===== config.mk =====
export PLATFORM = sky130hd
export DESIGN_NAME = rsc_top
export DESIGN_NICKNAME = d
export VERILOG_FILES = /design/src/verilog/rsc_top.v
export VERILOG_INCLUDE_DIRS = /design/src /design/src/common
export SDC_FILE = /design/constraint.sdc
export NUM_CORES = 1
export LEC_CHECK = 0
export ABC_AREA = 1
export BUFFER_PORTS_ARGS = -buffer_cell sky130_fd_sc_hd__clkbuf_2
export CAP_MARGIN = 10
export CORE_MARGIN = 3
export CORE_UTILIZATION = 30
export CTS_CLUSTER_DIAMETER = 60
export DETAILED_ROUTE_END_ITERATION = 10
export PLACE_DENSITY = 0.56
export SETUP_SLACK_MARGIN = 0.3
export SYNTH_ARGS = -nofsm -noshare
export SYNTH_HDL_FRONTEND = slang
export SYNTH_SLANG_ARGS = --single-unit

===== constraint.sdc =====
create_clock -name CLK -period 5.1 [get_ports CLK]
set_clock_uncertainty 0.05 [all_clocks]
set_input_delay 0.51 -clock CLK [delete_from_list [all_inputs] [get_ports CLK]]
set_output_delay 0.51 -clock CLK [all_outputs]
set_load 0.1 [all_outputs]

===== src/common/rsc_map.vh =====
// Constants of the reset source controller: register offsets, field
// positions, reset patterns and counts.
// Assumes inclusion by bare name from the design file.
//
// Notes on behaviour
// - Sample reset pin at fourth machine-cycle phase
// - Internal reset applied synchronously to clock
// - Reset while pin high, two cycles after
// - No cause flag for external reset
// - Supply low resets; recovery reruns power-on delay
// - Time-out flag, reset 512 clocks later if enabled
// - Free-running watchdog, software clear restarts count
// - Watchdog reset held two machine cycles
// - Program counter held at zero; RAM untouched
// - Stack pointer loads 07h on reset
// - Port latches load FFh; port zero floats
// - Reset clears controls; watchdog off after power-on
// - Control register pattern depends on reset cause
// - Power-on flag set only by power-on
// - Power-fail flag set on fail, power-on loads the warning level
// - Watchdog-reset flag set by watchdog reset
// - Reset enable cleared only by power-on
// - Time-out flag set in monitor or timer use
// - Software may clear the power-on flag
// - Any reset forces four clocks per machine cycle
`ifndef RSC_MAP_VH
`define RSC_MAP_VH

// ****************************************************************
// Register offsets
// ****************************************************************
`define RSC_ADDR_W 2
`define RSC_OFS_WDOG_CONTROL 2'h0
`define RSC_OFS_CTRL 2'h1
`define RSC_OFS_STATUS 2'h2

// ****************************************************************
// Watchdog control register field positions
// ****************************************************************
`define RSC_BIT_RESTART 0
`define RSC_BIT_WD_RESET_EN 1
`define RSC_BIT_WD_RESET_FLAG 2
`define RSC_BIT_WD_TIMEOUT_FLAG 3
`define RSC_BIT_POWER_FAIL_FLAG 4
`define RSC_BIT_POR_FLAG 6

// Control register fields
`define RSC_BIT_DIV_LO 0
`define RSC_BIT_DIV_HI 1
`define RSC_BIT_WD_RUN 2

// ****************************************************************
// Reset values and core init values
// ****************************************************************
`define RSC_WATCHDOG_CONTROL_AND_RESET_CAUSE_POR 8'h40
`define RSC_DIV_SEL_4 2'h1
`define RSC_DIV_SEL_64 2'h2
`define RSC_DIV_SEL_1024 2'h3
`define RSC_PC_INIT 16'h0000
`define RSC_SP_INIT 8'h07
`define RSC_PORT_INIT 8'hFF

// ****************************************************************
// Counts
// ****************************************************************
`define RSC_MC_LEN_4 10'h003
`define RSC_MC_LEN_64 10'h03F
`define RSC_MC_LEN_1024 10'h3FF
`define RSC_HOLD_MCYCLES 2'h2
`define RSC_WD_GRACE 10'h200
`define RSC_POR_DELAY 1024
`define RSC_WD_INTERVAL 65536

`endif


===== src/verilog/rsc_top.v =====
// Reset source controller for an 8-bit core: machine-cycle timing,
// external pin sampling, supply and watchdog resets, cause register.
// Assumes all inputs synchronous to CLK and a core that reads the
// init values while CORE_RESET is high.
`include "rsc_map.vh"

module rsc_top #(
    parameter POR_DELAY = `RSC_POR_DELAY,
    parameter WD_INTERVAL = `RSC_WD_INTERVAL,
    parameter WD_W = 26
) (
    // Clock, reset and enable
    input wire CLK,
    input wire RSTN,
    input wire CE,
    // Reset requests from outside
    input wire RST_PIN,
    input wire SUPPLY_LOW,
    input wire PWR_FAIL_WARN,
    // Register port
    input wire [`RSC_ADDR_W-1:0] ADDR,
    input wire [7:0] WDATA,
    input wire WR,
    input wire RD,
    output reg [7:0] RDATA,
    // Core side
    output wire CORE_RESET,
    output wire MCYCLE_END,
    output wire [1:0] DIV_SEL,
    output wire WDOG_TIMEOUT,
    output wire [15:0] PC_INIT,
    output wire [7:0] SP_INIT,
    output wire [7:0] PORT_INIT,
    output wire PORT0_DRIVE_EN
);

    // ****************************************************************
    // Reset state machine encoding
    // ****************************************************************
    localparam [4:0] ST_RUN = 5'b00001;
    localparam [4:0] ST_EXT = 5'b00010;
    localparam [4:0] ST_STRETCH = 5'b00100;
    localparam [4:0] ST_WDOG = 5'b01000;
    localparam [4:0] ST_POR = 5'b10000;

    reg [4:0] state;
    reg [1:0] hold_cnt;
    reg [31:0] por_cnt;
    reg [9:0] phase;
    reg [1:0] div_sel;
    reg wd_run;
    reg [WD_W-1:0] wd_cnt;
    reg [9:0] grace_cnt;
    reg grace_on;
    reg por_flag;
    reg power_fail_flag;
    reg wdog_timeout_flag;
    reg wdog_reset_flag;
    reg wdog_reset_enable;

    wire [9:0] mc_last;
    wire mc_end;
    wire running;
    wire wr_watchdog_control_and_reset_cause;
    wire wr_ctrl;
    wire wd_restart;
    wire wd_wrap;
    wire wd_fire;
    wire ext_entry;
    wire por_done;

    // ****************************************************************
    // Machine-cycle timing
    // ****************************************************************
    // Last phase index for the selected divider; reserved code acts as 4
    assign mc_last = (div_sel == `RSC_DIV_SEL_64) ? `RSC_MC_LEN_64 :
                     (div_sel == `RSC_DIV_SEL_1024) ? `RSC_MC_LEN_1024 :
                     `RSC_MC_LEN_4;
    assign mc_end = (phase == mc_last);
    assign running = state[0];

    // Phase counter; restarts if a shorter divider lands below phase, and
    // on a watchdog reset so the hold spans two whole machine cycles
    always @(posedge CLK or negedge RSTN)
    begin
        if (!RSTN)
        begin
            phase <= 10'h000;
        end
        else if (CE)
        begin
            if ((running && wd_fire) || phase >= mc_last)
            begin
                phase <= 10'h000;
            end
            else
            begin
                phase <= phase + 10'h001;
            end
        end
    end

    // ****************************************************************
    // Register strobes and watchdog events
    // ****************************************************************
    assign wr_watchdog_control_and_reset_cause = WR && (ADDR == `RSC_OFS_WDOG_CONTROL);
    assign wr_ctrl = WR && (ADDR == `RSC_OFS_CTRL);
    assign wd_restart = wr_watchdog_control_and_reset_cause && WDATA[`RSC_BIT_RESTART] && running;
    assign wd_wrap = wd_run && running && !wd_restart &&
                     (wd_cnt == WD_INTERVAL[WD_W-1:0] - 1'b1);
    // Grace window expires unserviced with reset enabled
    assign wd_fire = grace_on && !wd_restart && wdog_reset_enable &&
                     (grace_cnt == `RSC_WD_GRACE - 10'h001);
    // Pin seen high only at the final phase of a machine cycle
    assign ext_entry = mc_end && RST_PIN;
    assign por_done = !SUPPLY_LOW && (por_cnt == POR_DELAY - 1);

    // ****************************************************************
    // Watchdog counter
    // ****************************************************************
    // Free-running while enabled; held clear in reset so a fresh
    // interval starts when execution resumes
    always @(posedge CLK or negedge RSTN)
    begin
        if (!RSTN)
        begin
            wd_cnt <= {WD_W{1'b0}};
            grace_cnt <= 10'h000;
            grace_on <= 1'b0;
        end
        else if (CE)
        begin
            if (!running || wd_restart || wd_fire)
            begin
                wd_cnt <= {WD_W{1'b0}};
                grace_cnt <= 10'h000;
                grace_on <= 1'b0;
            end
            else
            begin
                if (wd_run)
                begin
                    wd_cnt <= wd_wrap ? {WD_W{1'b0}} : wd_cnt + 1'b1;
                end
                if (wd_wrap && !grace_on)
                begin
                    grace_on <= 1'b1;
                    grace_cnt <= 10'h000;
                end
                else if (grace_on && grace_cnt != `RSC_WD_GRACE - 10'h001)
                begin
                    grace_cnt <= grace_cnt + 10'h001;
                end
            end
        end
    end

    // ****************************************************************
    // Reset sequencing
    // ****************************************************************
    // Supply loss outranks everything, then watchdog, then the pin.
    // Internal reset is a registered state, so it always follows a
    // clock edge and a stopped clock cannot apply it.
    always @(posedge CLK or negedge RSTN)
    begin
        if (!RSTN)
        begin
            state <= ST_POR;
            hold_cnt <= 2'h0;
            por_cnt <= 32'h0000_0000;
        end
        else if (CE)
        begin
            if (SUPPLY_LOW)
            begin
                state <= ST_POR;
                por_cnt <= 32'h0000_0000;
            end
            else
            begin
                case (state)
                    ST_RUN:
                    begin
                        hold_cnt <= 2'h0;
                        if (wd_fire)
                        begin
                            state <= ST_WDOG;
                        end
                        else if (ext_entry)
                        begin
                            state <= ST_EXT;
                        end
                    end
                    ST_EXT:
                    begin
                        hold_cnt <= 2'h0;
                        if (mc_end && !RST_PIN)
                        begin
                            state <= ST_STRETCH;
                        end
                    end
                    ST_STRETCH:
                    begin
                        if (ext_entry)
                        begin
                            state <= ST_EXT;
                            hold_cnt <= 2'h0;
                        end
                        else if (mc_end)
                        begin
                            if (hold_cnt == `RSC_HOLD_MCYCLES - 2'h1)
                            begin
                                state <= ST_RUN;
                            end
                            hold_cnt <= hold_cnt + 2'h1;
                        end
                    end
                    ST_WDOG:
                    begin
                        if (mc_end)
                        begin
                            if (hold_cnt == `RSC_HOLD_MCYCLES - 2'h1)
                            begin
                                state <= ext_entry ? ST_EXT : ST_RUN;
                            end
                            hold_cnt <= hold_cnt + 2'h1;
                        end
                    end
                    ST_POR:
                    begin
                        if (por_done)
                        begin
                            state <= ext_entry ? ST_EXT : ST_RUN;
                        end
                        else
                        begin
                            por_cnt <= por_cnt + 32'h0000_0001;
                        end
                    end
                    default:
                    begin
                        state <= ST_POR;
                    end
                endcase
            end
        end
    end

    // ****************************************************************
    // Control register: divider select and watchdog run
    // ****************************************************************
    // Divider drops back to four clocks on every reset cause; the
    // watchdog run bit survives all resets but power-on
    always @(posedge CLK or negedge RSTN)
    begin
        if (!RSTN)
        begin
            div_sel <= `RSC_DIV_SEL_4;
            wd_run <= 1'b0;
        end
        else if (CE)
        begin
            if (SUPPLY_LOW || state[4])
            begin
                div_sel <= `RSC_DIV_SEL_4;
                wd_run <= 1'b0;
            end
            else if (!running || wd_fire || ext_entry)
            begin
                div_sel <= `RSC_DIV_SEL_4;
            end
            else if (wr_ctrl)
            begin
                div_sel <= WDATA[`RSC_BIT_DIV_HI:`RSC_BIT_DIV_LO];
                wd_run <= WDATA[`RSC_BIT_WD_RUN];
            end
        end
    end

    // ****************************************************************
    // Watchdog control and reset cause register
    // ****************************************************************
    // Hardware sets win over a software write in the same cycle
    always @(posedge CLK or negedge RSTN)
    begin
        if (!RSTN)
        begin
            por_flag <= 1'b1;
            power_fail_flag <= 1'b0;
            wdog_timeout_flag <= 1'b0;
            wdog_reset_flag <= 1'b0;
            wdog_reset_enable <= 1'b0;
        end
        else if (CE)
        begin
            if (state[4] && por_done)
            begin
                // Power-on pattern once the supply is good again
                por_flag <= 1'b1;
                power_fail_flag <= PWR_FAIL_WARN;
                wdog_timeout_flag <= 1'b0;
                wdog_reset_flag <= 1'b0;
                wdog_reset_enable <= 1'b0;
            end
            else if (running && wd_fire)
            begin
                // Watchdog pattern: cause bit set, enable untouched
                wdog_reset_flag <= 1'b1;
                wdog_timeout_flag <= 1'b0;
                power_fail_flag <= power_fail_flag | PWR_FAIL_WARN;
            end
            else if (running && ext_entry)
            begin
                // External pattern: no cause flag of its own
                wdog_timeout_flag <= 1'b0;
                power_fail_flag <= power_fail_flag | PWR_FAIL_WARN;
            end
            else
            begin
                if (wr_watchdog_control_and_reset_cause && running)
                begin
                    por_flag <= WDATA[`RSC_BIT_POR_FLAG];
                    wdog_reset_flag <= WDATA[`RSC_BIT_WD_RESET_FLAG];
                    wdog_reset_enable <= WDATA[`RSC_BIT_WD_RESET_EN];
                end
                power_fail_flag <= PWR_FAIL_WARN ||
                    ((wr_watchdog_control_and_reset_cause && running) ? WDATA[`RSC_BIT_POWER_FAIL_FLAG] :
                    power_fail_flag);
                wdog_timeout_flag <= (wd_wrap && !grace_on) ||
                    ((wr_watchdog_control_and_reset_cause && running) ? WDATA[`RSC_BIT_WD_TIMEOUT_FLAG] :
                    wdog_timeout_flag);
            end
        end
    end

    // ****************************************************************
    // Read port
    // ****************************************************************
    // Data stand only in the cycle after the strobe; unmapped reads zero
    always @(posedge CLK or negedge RSTN)
    begin
        if (!RSTN)
        begin
            RDATA <= 8'h00;
        end
        else if (CE)
        begin
            RDATA <= 8'h00;
            if (RD && ADDR == `RSC_OFS_WDOG_CONTROL)
            begin
                RDATA <= {1'b0, por_flag, 1'b0, power_fail_flag,
                          wdog_timeout_flag, wdog_reset_flag,
                          wdog_reset_enable, 1'b0};
            end
            else if (RD && ADDR == `RSC_OFS_CTRL)
            begin
                RDATA <= {5'h00, wd_run, div_sel};
            end
            else if (RD && ADDR == `RSC_OFS_STATUS)
            begin
                RDATA <= {3'h0, state};
            end
        end
    end

    // ****************************************************************
    // Core-side outputs
    // ****************************************************************
    // Init values are constants the core loads while held in reset;
    // RAM has no connection here, so no reset can disturb it
    assign CORE_RESET = !running;
    assign MCYCLE_END = mc_end;
    assign DIV_SEL = div_sel;
    assign WDOG_TIMEOUT = wdog_timeout_flag;
    assign PC_INIT = `RSC_PC_INIT;
    assign SP_INIT = `RSC_SP_INIT;
    assign PORT_INIT = `RSC_PORT_INIT;
    assign PORT0_DRIVE_EN = running;

endmodule


==> impl_metrics.py, run 1 <==
metrics = {
    "route": {
        "first_pass_iters": 5,
        "wire_per_inst_um": 12.8,
        "avgViaCountPerCell": 4.66,
        "drt-initial-drc-count": 460,
        "drc": 0,
        "vias": 6572,
        "antenna_left": 0,
        "drt_wl_total_um": 18000,
    },
    "synth": {
        "synth_top_area_cell": "dfrtp_1",
        "ys_warn_count": 0,
        "yosysSeqAreaShare_pct": 34.3,
        "syn_inst": 1073,
        "syn-cell-area_mm2": 0.00730,
        "synth_top_cells_by_area": "dfrtp_1 33%, nand2_1 16%, nand3_1 7.4%, nor2_1 7.3%, inv_1 5.4%",
        "synth_top_area_share_pct": 33.2,
        "netlist-cell-type-count": 43,
        "ys_ff_latch": 100,
        "avgSynthCellArea_um2": 6.81,
    },
    "global_route": {
        "grt_pass1_wl_um": 30300,
        "gr-total-overflow": 0,
        "grt_pass1_vias": 6079,
        "antenna_found_initial": 0,
        "grt_max_degree": 68,
        "grt_usage_pct": 13.9,
    },
    "cts": {
        "root_buffer": "clkbuf_16",
        "clock_latency_ns": 0.36,
        "cts_buffer_depth": 2,
        "cts_buffers": 9,
        "cts_tree": "built",
        "cts_resized": 0,
        "postCtsSetupBuffers": 0,
        "htree_levels": 3,
        "cts.sinks": 100,
        "cts_hold_buf": 0,
        "clkTransAtPathRegs_ns": 0.08,
    },
    "sta": {
        "worstMarginPinSlew_ns": 1.06,
        "rsz0062_at_grt": "false",
        "setup_tns_ns": 0,
        "final-hold-violation-count": 0,
        "finalCritPeriodShare_pct": 58.4,
        "slew_violations": 0,
        "final.min_clock_period_ns": 2.98,
        "timing.fmax_ghz": 0.336,
        "finalSetupViolations": 0,
        "slew_headroom_pct": 29.5,
        "holdWs_ns": 0.251,
    },
    "setup_path": {
        "setup.worst_path.start": "DIV_SEL[0]$_DFFE_PN1P_",
        "path_class": "register to output pin",
        "crit_fanout": 4,
        "arrival_ns": 2.42,
        "r2r_slack_ns": 2.36,
        "r2r-start": "state[0]$_DFFE_PN0P_",
        "rr_endpoint": "grace_cnt[2]$_DFFE_PN0P_",
        "crit_end": "MCYCLE_END",
        "worstRegToRegCells": 9,
        "endpoint_kind": "output pin",
        "worstPathRequired_ns": 4.54,
        "critPathLaunchType": "register",
    },
    "floorplanning": {
        "io_pins": 64,
        "die_x_um": 162,
        "chipHeight_um": 162,
        "die_area_mm2": 0.0263,
        "core_area_mm2": 0.0237,
        "start_util_pct": 30.8,
        "rows": 56,
    },
    "power": {
        "finalPower_mw": 2.57,
        "peakVddDrop_mv": 0.188,
        "power_density_mw_per_mm2": 326,
        "power.leakage_nw": 3.60,
    },
    "place": {
        "dpl_cell_area_mm2": 0.00754,
        "place.detailed.hpwl_um": 13300,
        "port_buffers": 27,
        "gp_congestion": 0.863,
    },
    "cells_and_area": {
        "final_common_cell": "nand2_1",
        "nets": 1118,
        "syn_to_final_growth_pct": 7.79,
        "mostFrequentLayoutCells": "321 x nand2_1, 142 x nor2_1, 108 x nand3_1, 105 x inv_1, 97 x dfrtp_1",
        "drive_gt1_share_pct": 8.88,
        "diodes": 0,
        "final_util_pct": 33.2,
        "design_area_mm2": 0.00787,
    },
    "job": {
        "max-cap-violations": 0,
    },
    "outcome": {
        "outcome": "finished clean",
    },
    "hold_path": {
        "hp-class": "primary input to asynchronous set/reset pin",
    },
}
## worst max-delay path, stage by stage (launching register included)
cell and delay, ns:
dfstp_2 0.55, nand2_1 0.13, ha_1 0.33, nand2_1 0.07, nor2_1 0.22, nand2_1 0.11
inv_1 0.16, clkbuf_2 0.49
## synthesized netlist by cell type, drive strengths merged
| library cell | instances |
|---|---|
| a21boi | 3 |
| a21o | 2 |
| a21oi | 13 |
| a31oi | 2 |
| buf | 52 |
| clkbuf | 5 |
| conb | 2 |
| dfrtp | 97 |
| dfstp | 3 |
| ha | 13 |
| inv | 107 |
| nand2 | 335 |
| nand3 | 110 |
| nand3b | 3 |
| nand4 | 33 |
| nor2 | 152 |
| nor3 | 23 |
| nor3b | 2 |
| nor4 | 1 |
| o211ai | 2 |
| o21ai | 68 |
| o21bai | 6 |
| o22ai | 4 |
| or2 | 2 |
| xnor2 | 8 |
| xor2 | 25 |
## flip-flops by register name, summed over array words and instances (netlist names)
register	cells
por_cnt	32
wd_cnt	26
grace_cnt	10
phase	10
RDATA	6
state	5
DIV_SEL	2
hold_cnt	2
WDOG_TIMEOUT	1
grace_on	1
por_flag	1
power_fail_flag	1
wd_run	1
wdog_reset_enable	1
wdog_reset_flag	1
## cell families (layout without fill, tap and decap cells)
| group | Yosys count | count (layout) | synth area share, % |
|---|---|---|---|
| other | 2 | 34 | 0.103 |
| adders and majority gates | 13 | 13 | 2.23 |
| DFF | 100 | 100 | 34.3 |
| and+or+nand+nor | 661 | 661 | 39.5 |
| buffers and inverters | 164 | 151 | 11.4 |
| AOI/OAI and AO/OA | 100 | 100 | 8.53 |
| xor gates and xnor gates | 33 | 33 | 3.96 |
## layer usage
layer | up-vias | GRT usage (%) | wire (um)
met5 | - | 0 | 0
met4 | 0 | 2.87 | 88
met3 | 7 | 2.32 | 548
met2 | 101 | 22.0 | 8290
met1 | 3045 | 20.0 | 9090
li1 | 3419 | - | -
## how the worst min path moves through the flow
stage	endpoint	cells after the start	slack, ns
floorplan	DIV_SEL[1]$_DFFE_PN0P_	0	0.16
global placement	RDATA[0]$_DFFE_PN0P_	2	0.42
detailed placement	RDATA[0]$_DFFE_PN0P_	2	0.42
CTS	wd_cnt[24]$_DFFE_PN0P_	1	0.27
global route	wd_cnt[24]$_DFFE_PN0P_	1	0.31
finish	wd_cnt[17]$_DFFE_PN0P_	1	0.25
## metrics by stage
step / setup slack [ns] / instances
2_1_floorplan: 1.83 / 1105
3_3_place_gp: 2.27 / 1395
3_5_place_dp: 2.29 / 1395
4_1_cts: 2.10 / 1411
5_1_grt: 1.94 / 1411
6_report: 2.12 / 1411
## report_power, final
part           switching (mW)  internal (mW)
clock                   0.338          0.449
combinational           0.659          0.169
sequential             0.0842          0.871
## layout make-up
type                            count  area (um^2)
Clock buffer                       10          239
Sequential cell                   100         2510
Clock inverter                      6         93.8
Tap cell                          319          399
Timing Repair Buffer               28          145
Multi-Input combinational cell    841         4090
Inverter                          107          404
Fill cell                        2641        15800
Power figures use the tool's default switching activity.
==> inputs of run 2 (changes only) <==
--- a/config.mk
+++ b/config.mk
@@ -13,7 +13,7 @@
 export CORE_UTILIZATION = 30
 export CTS_CLUSTER_DIAMETER = 60
 export DETAILED_ROUTE_END_ITERATION = 10
-export PLACE_DENSITY = 0.56
+export PLACE_DENSITY = 0.57
 export SETUP_SLACK_MARGIN = 0.3
 export SYNTH_ARGS = -nofsm -noshare
 export SYNTH_HDL_FRONTEND = slang
==> constraint.sdc (replaced) <==
create_clock -name CLK -period 2.6 [get_ports CLK]
set_clock_uncertainty 0.05 [all_clocks]
set_input_delay 0.26 -clock CLK [delete_from_list [all_inputs] [get_ports CLK]]
set_output_delay 0.26 -clock CLK [all_outputs]
set_load 0.1 [all_outputs]
==> impl_metrics.py, run 2 (synthesized netlist as in run 1, its figures left out) <==
metrics = {
    "outcome": {
        "outcome": "finished clean",
    },
    "power": {
        "power.leakage_nw": 3.70,
        "peakVddDrop_mv": 0.387,
        "power_density_mw_per_mm2": 638,
        "finalPower_mw": 5.25,
    },
    "global_route": {
        "grt_usage_pct": 14.3,
        "antenna_found_initial": 0,
        "grt_pass1_vias": 6267,
        "grt_pass1_wl_um": 31200,
        "grt_max_degree": 51,
        "gr-total-overflow": 0,
    },
    "place": {
        "gp_congestion": 0.922,
        "port_buffers": 27,
        "dp_cells": 1406,
        "dpl_cell_area_mm2": 0.00774,
        "place.detailed.hpwl_um": 13700,
        "post-place-ws_ns": 0.0680,
    },
    "setup_path": {
        "setup.worst_path.start": "DIV_SEL[0]$_DFFE_PN1P_",
        "r2r-start": "DIV_SEL[0]$_DFFE_PN1P_",
        "slowest_delay_ns": 0.66,
        "rr_endpoint": "state[2]$_DFFE_PN0P_",
        "path_class": "register to output pin",
        "r2r_slack_ns": 0.45,
        "crit_fanout": 4,
        "worstRegToRegCells": 13,
        "worstPathRequired_ns": 2.29,
        "worst-path-buf-inv": 2,
        "critPathLaunchType": "register",
        "arrival_ns": 1.96,
        "cp_cell_sequence": "nand2_8, ha_4, nand2_4, nor2_4, nand2_2, clkinvlp_4, buf_12",
        "slowest_stage": "dfstp_4",
        "endpoint_kind": "output pin",
        "crit_family": "flip-flops",
    },
    "sta": {
        "holdWs_ns": 0.0786,
        "timing.fmax_ghz": 0.442,
        "final.min_clock_period_ns": 2.27,
        "setup_tns_ns": 0,
        "rsz0062_at_grt": "true",
        "setup_slack_ns": 0.335,
        "finalSetupViolations": 0,
        "worstMarginPinSlew_ns": 0.715,
        "slew_headroom_pct": 52.4,
        "final-hold-violation-count": 0,
        "slew_violations": 0,
        "finalCritPeriodShare_pct": 87.1,
    },
    "job": {
        "max-cap-violations": 0,
    },
    "cts": {
        "clkTransAtPathRegs_ns": 0.07,
        "htree_levels": 3,
        "cts_buffers": 9,
        "cts_tree": "built",
        "cts_buffer_depth": 2,
        "root_buffer": "clkbuf_16",
        "clock_latency_ns": 0.36,
        "cts.sinks": 100,
    },
    "hold_path": {
        "min_from": "PWR_FAIL_WARN",
        "hold_path_depth": 3,
        "hold_end": "power_fail_flag$_DFFE_PN0P_",
        "hp-class": "primary input to register",
    },
    "route": {
        "avgViaCountPerCell": 4.69,
        "wire_per_inst_um": 13.0,
        "drt_wl_total_um": 18700,
        "drt-initial-drc-count": 440,
        "antenna_left": 0,
        "vias": 6718,
        "first_pass_iters": 5,
        "drc": 0,
    },
    "cells_and_area": {
        "drive_gt1_share_pct": 12.4,
        "mostFrequentLayoutCells": "315 x nand2_1, 139 x nor2_1, 107 x nand3_1, 102 x inv_1, 94 x dfrtp_1",
        "finalNonFillerCells": 1432,
        "diodes": 0,
        "largest_register": "por_cnt",
        "final_common_cell": "nand2_1",
        "largest_reg_flops": 32,
        "syn_to_final_growth_pct": 12.6,
        "nets": 1139,
        "reg_top3": "por_cnt (32), wd_cnt (26)",
        "final_util_pct": 34.7,
        "design_area_mm2": 0.00822,
    },
    "floorplanning": {
        "core_area_mm2": 0.0237,
        "rows": 56,
        "die_x_um": 162,
        "start_util_pct": 30.8,
        "die_area_mm2": 0.0263,
        "io_pins": 64,
        "chipHeight_um": 162,
    },
}
run 2: cell count changes in the layout (fill, tap and decap cells not counted), sizes merged:
cell / delta
clkinvlp: +3
nand2: +1
nor2: +1
buf: +19
inv: -4
clkinv: +1
clkbuf: -1
dlygate4sd3: +1
run 2: worst max path at each step:
stage                                to  slack [ns]  depth (start not counted)
2_1_floorplan      state[3]$_DFFE_PN0P_        0.04                         13
3_3_place_gp   grace_cnt[4]$_DFFE_PN0P_        0.09                         11
3_5_place_dp   grace_cnt[3]$_DFFE_PN0P_        0.07                         11
4_1_cts                      MCYCLE_END        0.16                          7
5_1_grt                      MCYCLE_END        0.26                          7
6_report                     MCYCLE_END        0.33                          7
run 2: cell type report:
type                    instances  area (um^2)
well taps                     319          399
fillers                      2638        15500
flip-flops and latches        100         2520
clock buffers                  10          239
inverters                     107          418
clock inverters                 6         96.3
multi-input cells             843         4250
repair buffers                 47          305
run 2: routing by layer:
metal | share of wire, % | wire [um] | vias up | global-route usage (%)
li1 | - | - | 3460 | -
met1 | 50 | 9280 | 3101 | 20.5
met2 | 45 | 8450 | 134 | 22.3
met3 | 4.0 | 742 | 23 | 2.45
met4 | 1.2 | 218 | 0 | 3.80
met5 | 0 | 0 | - | 0
run 2: worst min-delay path: cells and delay by family:
| family | cells | cell delay [ns] |
|---|---|---|
| buffers and inverters | 1 | 0.08 |
| AOI/OAI and AO/OA | 1 | 0.06 |
| and+or+nand+nor | 1 | 0.06 |
run 2: power by group:
group | leakage, nW | internal [mW] | switching [mW]
clock network | 0.161 | 0.881 | 0.662
registers | 1.36 | 1.72 | 0.154
logic | 2.18 | 0.428 | 1.40
total | 3.70 | 3.03 | 2.22
run 2: timing repair:
action / in CTS / in global routing
hold endpoints to repair: 35 / 0
resized for setup: 2 / 15
pin swaps: 0 / 3
setup buffers: 0 / 7
endpoints found under the setup margin: 12 / 75
gates cloned: 0 / 2
hold buffers: 1 / 0
==> inputs of run 3 (changes only) <==
--- a/config.mk
+++ b/config.mk
@@ -9,7 +9,6 @@
 export ABC_AREA = 1
 export BUFFER_PORTS_ARGS = -buffer_cell sky130_fd_sc_hd__clkbuf_2
 export CAP_MARGIN = 10
-export CORE_MARGIN = 3
 export CORE_UTILIZATION = 30
 export CTS_CLUSTER_DIAMETER = 60
 export DETAILED_ROUTE_END_ITERATION = 10
==> impl_metrics.py, run 3 (synthesized netlist as in run 1, its figures left out) <==
metrics = {
    "setup_path": {
        "path_class": "register to output pin",
        "endpoint_kind": "output pin",
        "worstPathRequired_ns": 2.29,
        "r2r_slack_ns": 0.43,
        "arrival_ns": 1.97,
        "r2r-start": "DIV_SEL[0]$_DFFE_PN1P_",
        "rr_endpoint": "state[0]$_DFFE_PN0P_",
        "critPathLaunchType": "register",
        "crit_fanout": 4,
        "worstRegToRegCells": 13,
    },
    "route": {
        "wire_per_inst_um": 12.6,
        "drc": 0,
        "drt_wl_total_um": 17900,
        "antenna_left": 0,
        "vias": 6639,
        "avgViaCountPerCell": 4.66,
        "drt-initial-drc-count": 474,
        "first_pass_iters": 5,
    },
    "hold_path": {
        "min_from": "PWR_FAIL_WARN",
        "hold_path_depth": 3,
        "hold_end": "power_fail_flag$_DFFE_PN0P_",
        "hp-class": "primary input to register",
    },
    "global_route": {
        "grt_max_degree": 62,
        "grt_usage_pct": 14.9,
        "grt_pass1_vias": 6044,
        "antenna_found_initial": 0,
        "grt_pass1_wl_um": 29800,
        "gr-total-overflow": 0,
    },
    "cells_and_area": {
        "mostFrequentLayoutCells": "315 x nand2_1, 139 x nor2_1, 107 x nand3_1, 103 x inv_1, 94 x dfrtp_1",
        "nets": 1133,
        "diodes": 0,
        "largest_register": "por_cnt",
        "nFillCells": 2636,
        "largest_reg_flops": 32,
        "reg_top3": "por_cnt (32), wd_cnt (26)",
        "syn_to_final_growth_pct": 11.5,
        "drive_gt1_share_pct": 11.8,
        "final_common_cell": "nand2_1",
        "design_area_mm2": 0.00815,
    },
    "sta": {
        "timing.fmax_ghz": 0.438,
        "rsz0062_at_grt": "true",
        "setup_slack_ns": 0.317,
        "final.min_clock_period_ns": 2.28,
        "slew_headroom_pct": 57.8,
        "worstMarginPinSlew_ns": 0.633,
        "setup_tns_ns": 0,
        "slew_violations": 0,
        "finalSetupViolations": 0,
        "holdWs_ns": 0.0792,
        "final-hold-violation-count": 0,
        "finalCritPeriodShare_pct": 87.8,
    },
    "cts": {
        "cts_buffers": 9,
        "cts_buffer_depth": 2,
        "cts_tree": "built",
        "clkTransAtPathRegs_ns": 0.07,
        "clock_latency_ns": 0.35,
        "cts.sinks": 100,
        "root_buffer": "clkbuf_16",
        "htree_levels": 3,
    },
    "place": {
        "gp_congestion": 0.864,
        "post-place-ws_ns": 0.0146,
        "port_buffers": 27,
        "dpl_cell_area_mm2": 0.00774,
        "place.detailed.hpwl_um": 13300,
    },
    "floorplanning": {
        "chipHeight_um": 158,
        "core_area_mm2": 0.0237,
        "start_util_pct": 30.8,
        "die_area_mm2": 0.0250,
        "die_x_um": 158,
        "rows": 56,
        "io_pins": 64,
    },
    "power": {
        "peakVddDrop_mv": 0.310,
        "finalPower_mw": 5.11,
        "power.leakage_nw": 3.67,
        "power_density_mw_per_mm2": 628,
    },
    "job": {
        "max-cap-violations": 0,
    },
    "outcome": {
        "outcome": "finished clean",
    },
}
-- run 3: changes by cell type in the layout (fill, tap and decap cells not counted), sizes merged --
| cell | delta |
|---|---|
| nand2 | -1 |
| buf | -5 |
| clkinvlp | -2 |
| clkbuf | -1 |
| inv | +1 |
| clkinv | +1 |
-- run 3: metrics by stage --
stage / utilization [%] / instances
floorplan: - / 1105
global placement: 32.7 / 1404
detailed placement: 32.7 / 1404
CTS: 34.1 / 1420
global route: 34.4 / 1425
finish: 34.4 / 1425
-- run 3: per-layer routing --
metal,routed length [um],global-route usage [%],vias to the layer above
met5,0,0,-
met4,215,3.62,0
met3,607,2.38,16
met2,8070,23.3,116
met1,9020,21.3,3060
li1,-,-,3447
-- run 3: worst max-delay path by stage --
stage / startpoint / end / slack (ns) / depth (start not counted)
finish: DIV_SEL[0]$_DFFE_PN1P_ / MCYCLE_END / 0.32 / 7
global route: DIV_SEL[0]$_DFFE_PN1P_ / MCYCLE_END / 0.24 / 7
CTS: DIV_SEL[1]$_DFFE_PN0P_ / MCYCLE_END / 0.12 / 7
detailed placement: grace_cnt[0]$_DFFE_PN0P_ / grace_cnt[2]$_DFFE_PN0P_ / 0.01 / 11
global placement: grace_cnt[0]$_DFFE_PN0P_ / grace_cnt[3]$_DFFE_PN0P_ / 0.10 / 11
floorplan: DIV_SEL[0]$_DFFE_PN1P_ / state[3]$_DFFE_PN0P_ / 0.04 / 13
-- run 3: final cells by class --
cell class                      count  area (um^2)  share of cell area, %
Sequential cell                   100         2520                   30.9
Inverter                          107          414                   5.08
Multi-Input combinational cell    842         4230                   51.9
Tap cell                          319          399                   4.90
Clock inverter                      6         87.6                   1.08
Timing Repair Buffer               42          275                   3.38
Clock buffer                        9          225                   2.76
-- run 3: timing repair --
| item | in CTS | in global routing |
|---|---|---|
| pin swaps | 0 | 3 |
| endpoints found under the hold margin | 13 | 0 |
| gates resized for setup | 2 | 12 |
| buffers inserted | 0 | 4 |
| endpoints found under the setup margin | 14 | 77 |
| hold buffers | 1 | 0 |
| gates cloned | 0 | 1 |
-- run 3: where the power goes --
group	switching (mW)	leakage, nW	internal [mW]
Combinational	1.37	2.15	0.410
Clock	0.624	0.156	0.841
Sequential	0.152	1.36	1.72
-- run 3: worst max-delay path, cell delays in order (launching register included) --
cell	delay (ns)
dfstp_4	0.66
nand2_8	0.08
ha_4	0.28
nand2_4	0.05
nor2_4	0.15
nand2_2	0.09
clkinvlp_4	0.11
buf_8	0.20
